File: src/hw/ref_divider.sv
// divides the sampled external reference clock by an integer count
// assumes ext_ref_in is synchronous to sys_clk_in and slower than half of it
module ref_divider #(
  parameter int WIDTH = 12
) (
  // clock and reset
  input  wire logic             sys_clk_in,
  input  wire logic             rst_in,
  // external reference and divide count
  input  wire logic             ext_ref_in,
  input  wire logic [WIDTH-1:0] divide_in,
  // one pulse per divided period
  output logic                  tick_out
);

  initial begin
    if (WIDTH < 1 || WIDTH > 16) begin
      $error("ref_divider: WIDTH out of range");
    end
  end

  logic             ref_prev_q;
  logic [WIDTH-1:0] count_q;
  logic [WIDTH-1:0] count_d;
  logic             tick_q;
  logic             tick_d;

  // rising edge of the reference and end of a divided period
  wire ref_rise = ext_ref_in & ~ref_prev_q;
  wire last_edge = ref_rise & (count_q + 1'b1 >= divide_in);

  // count edges, restart at the programmed divide count
  assign count_d = last_edge ? '0
                 : (ref_rise ? count_q + 1'b1 : count_q);
  assign tick_d  = last_edge;

  // edge history, counter and tick
  always_ff @(posedge sys_clk_in or posedge rst_in) begin
    if (rst_in) begin
      ref_prev_q <= 1'b0;
      count_q    <= '0;
      tick_q     <= 1'b0;
    end else begin
      ref_prev_q <= ext_ref_in;
      count_q    <= count_d;
      tick_q     <= tick_d;
    end
  end

  assign tick_out = tick_q;

endmodule

File: config.mk
export PLATFORM = sky130hd
export DESIGN_NAME = ref_divider
export DESIGN_NICKNAME = d
export VERILOG_FILES = /design/src/hw/ref_divider.sv
export SDC_FILE = /design/constraint.sdc
export NUM_CORES = 1
export LEC_CHECK = 0
export ABC_AREA = 1
export ABC_CLOCK_PERIOD_IN_PS = 5200
export BUFFER_PORTS_ARGS = -buffer_cell sky130_fd_sc_hd__clkbuf_2
export CELL_PAD_IN_SITES_DETAIL_PLACEMENT = 1
export CELL_PAD_IN_SITES_GLOBAL_PLACEMENT = 1
export CORE_ASPECT_RATIO = 0.8
export CORE_MARGIN = 2
export CORE_UTILIZATION = 45
export CTS_CLUSTER_SIZE = 8
export DETAILED_ROUTE_END_ITERATION = 8
export PLACE_DENSITY = 0.88
export SLEW_MARGIN = 10
export SYNTH_ARGS = -nofsm -noshare
export SYNTH_HDL_FRONTEND = slang
export SYNTH_SLANG_ARGS = --single-unit
File: constraint.sdc
create_clock -name sys_clk_in -period 5.2 [get_ports sys_clk_in]
set_input_delay 0.26 -clock sys_clk_in [delete_from_list [all_inputs] [get_ports sys_clk_in]]
set_output_delay 0.26 -clock sys_clk_in [all_outputs]
set_load 0.01 [all_outputs]
==> run_results.csv <==
group,metric,value,unit
grt,grt_overflow,0,
yosys,yosysTopAreaCell,"dfrtp_1",
cts,insertion_delay,290,ps
detailed_routing,drc,0,
cells_and_area,area_growth,11.2,%
cts,cts_resized,0,
power,swShare,43.1,%
grt,grt_pass1_wl,5200,µm
critical_path,required,5400,ps
sta,drv_slew,0,
cts,hold_buffers,0,
placed_design,dpl_cell_area,0.00136,mm²
cells_and_area,fin_util,51.3,%
sta,whs,-8.09,ps
yosys,yosys_warnings,0,
critical_path,worstSetupStartpointType,"flop",
detailed_routing,drt-pass1-iter-count,4,
detailed_routing,wl,2910,µm
sta,fin_crit,2430,ps
power,power,0.419,mW
grt,grtUsageTotal,21.5,%
cts,cts_buffer_depth,2,
power,power_frac_clock,14.7,%
grt,antenna_found_initial,0,
yosys,syn_inst,168,
cts,cts_made_buffers,3,
outcome,failed_checks,"hold timing",
cells_and_area,nFillCells,368,
critical_path,critPathMaxStageDelay,440,ps
critical_path,cp_top_family,"simple AND/OR/NAND/NOR gates",
grt,grt_max_degree,15,
critical_path,cp_cell_sequence,"ha_1 > nand2_2 > nor2_4 > nand2_2 > o21ai_2 > nand2_2 > inv_1 > ha_1 > nand2_1 > nor2_2 > nand2_1 > nand3_1 > nor2_4 > nand3_4 > o21bai_2",
cells_and_area,fin_cells,223,
placed_design,io_buffer_count,15,
yosys,synth_nets,196,
sta,relSlewSlack,57.3,%
critical_path,cpMostUsedCell,"nand2_2",
cts,clk_pin_slew_worst_paths,90,ps
placed_design,place.gp.congestion,0.814,
sta,setup_viol,0,
floorplan,num_rows,17,
floorplan,coreArea,0.00270,mm²
detailed_routing,wl_per_cell,13.0,µm
detailed_routing,final_antenna_net_count,0,
power,p_leak,0.857,nW
yosys,synthesis.area,0.00125,mm²
yosys,yosys.cell_types.count,24,
yosys,yosys-top-cells-area,"dfrtp_1, ha_1, inv_1, nand2_1, o21bai_2",
critical_path,cp.arrival,2640,ps
cells_and_area,fin_nets,215,
placed_design,placed_cells,220,
yosys,ys_seq_area_share,28.1,%
yosys,synth_top_area_share,28.1,%
cells_and_area,drive_gt1_share,23.2,%
yosys,synth_area_per_cell,7.42,µm²
sta,clock-skew-final,15.5,ps
critical_path,cp_max_fo,8,
critical_path,cp_num_buf_inv,1,
sta,fin_tns_setup,0,ps
floorplan,fp.dieArea,0.00321,mm²
cts,htree_levels,1,
power,p_int,0.238,mW
cells_and_area,design_area,0.00139,mm²
floorplan,top_level_ports,16,
power,vdd_ir_drop_max,0.173,mV
detailed_routing,detail_route.vias_per_cell,4.92,
placed_design,hpwl,2470,µm
job,cap_violations,0,
min_path,hold_class,"input port to async pin",
floorplan,die_h,51.1,µm
cts,post_cts_buffers,0,
sta,finalCritPeriodShare,46.8,%
power,power_density,302,mW/mm²
sta,hold_violations,7,
critical_path,critPathKind,"flop to flop",
grt,grt_pass1_vias,1147,
power,p_switching,0.181,mW
power,pwr-share-seq,38.8,%
cells_and_area,antenna_cells,0,
critical_path,endpoint_kind,"flop",
cts,clock_sinks,14,
cts,cts_tree,"done",
power,share_comb_of_total_power,46.5,%
critical_path,cp_slowest_cell,"dfrtp_1",
sta,rsz0062_at_grt,"false",
cts,root_buffer,"clkbuf_4",
floorplan,start_util,46.1,%
sta,fmax,0.411,GHz
yosys,ys_ff_latch,14,
detailed_routing,vias,1097,
detailed_routing,drt_iter0_drc,34,
floorplan,die_w,62.8,µm
outcome,status,"complete, but fails checks",
sta,tightestPinTransition,639,ps
==> synthesized netlist by cell type <==
cell type,number
nand3_4,1
nor2_2,2
ha_1,13
nor3_2,1
nand2_4,1
o21ai_2,1
buf_2,1
nand2_1,39
o21ai_0,2
xor2_1,3
o21bai_2,8
nor3_1,1
nand2_2,5
inv_1,40
nor2_4,2
nand4_1,7
nor2_8,1
and2_4,1
a21oi_1,4
inv_2,1
nand3_1,7
dfrtp_1,14
nor2_1,12
nand3_2,1
==> kinds of logic (layout without fill, tap and decap cells) <==
group / after synthesis / in the layout / share of synthesized area [%]
AOI/OAI and AO/OA: 15 / 15 / 10.3
xor gates and xnor gates: 3 / 3 / 2.11
adders and majority gates: 13 / 13 / 13.1
buffers and inverters: 42 / 59 / 12.8
DFF: 14 / 14 / 28.1
and+or+nand+nor: 81 / 81 / 33.6
==> path summary, 6_finish.rpt <==
check	startpoint	end	slack, ps	cells after the start
worst max-delay path	count_q[0]$_DFFE_PP0P_	count_q[0]$_DFFE_PP0P_	2770	15
worst min-delay path	rst_in	count_q[10]$_DFFE_PP0P_	-8	2
worst max register to register	count_q[0]$_DFFE_PP0P_	count_q[0]$_DFFE_PP0P_	2770	15
worst min register to register	count_q[11]$_DFFE_PP0P_	count_q[11]$_DFFE_PP0P_	510	2
max in group asynchronous	rst_in	count_q[0]$_DFFE_PP0P_	4820	2
min in group sys_clk_in	ext_ref_in	ref_prev_q$_DFF_PP0_	100	1
==> flip-flops by register name, indices dropped and copies added (netlist names) <==
name	cells
tick_out	1
count_q	12
ref_prev_q	1
==> power groups by stage <==
stage               clock [mW]  sequential, mW  combinational, mW
global route            0.0686           0.166              0.225
detailed placement           0           0.163              0.198
floorplan                    0           0.157              0.148
CTS                     0.0635           0.162              0.199
finish                  0.0615           0.163              0.195
global placement             0           0.163              0.180
==> cell type report <==
class                           instances  area, µm²  share of cell area [%]
Sequential cell                        14        350                    25.3
Multi-Input combinational cell        112        737                    53.2
Clock buffer                            3       22.5                    1.62
Tap cell                               38       47.5                    3.43
Inverter                               41        154                    11.1
Timing Repair Buffer                   15       75.1                    5.42
==> metrics by stage <==
stage	hold slack, ps	setup WS [ps]
floorplan	149	3090
global placement	319	2900
detailed placement	320	2760
CTS	11.5	2740
global route	35.6	2590
finish	-8.09	2770
==> worst reg2reg max path: cells and delay by family, from the launching register on <==
family	cells	cell delay, ps
AND/OR/NAND/NOR	10	1070
adder cells (fa/ha/maj)	2	490
buffers and inverters	1	60
AO/OA/AOI/OAI	2	290
flip-flops	1	440
==> per-layer routing <==
metal	GRT usage, %	up-vias	routed length (µm)
li1	-	556	-
met1	24.3	516	1330
met2	39.8	19	1420
met3	5.07	6	97
met4	8.15	0	58
met5	0	-	0
==> placed cells by master (no fill, tap or decap), types with 2 or more instances in the layout <==
cell type,netlist,final
nand2_2,5,5
clkbuf_2,0,15
ha_1,13,13
nor2_1,12,12
dfrtp_1,14,14
nand3_1,7,7
nand2_1,39,39
xor2_1,3,3
a21oi_1,4,4
o21bai_2,8,8
clkbuf_4,0,3
o21ai_0,2,2
nor2_2,2,2
nor2_4,2,2
inv_1,40,40
nand4_1,7,7
(Power assumes the default switching activity.)
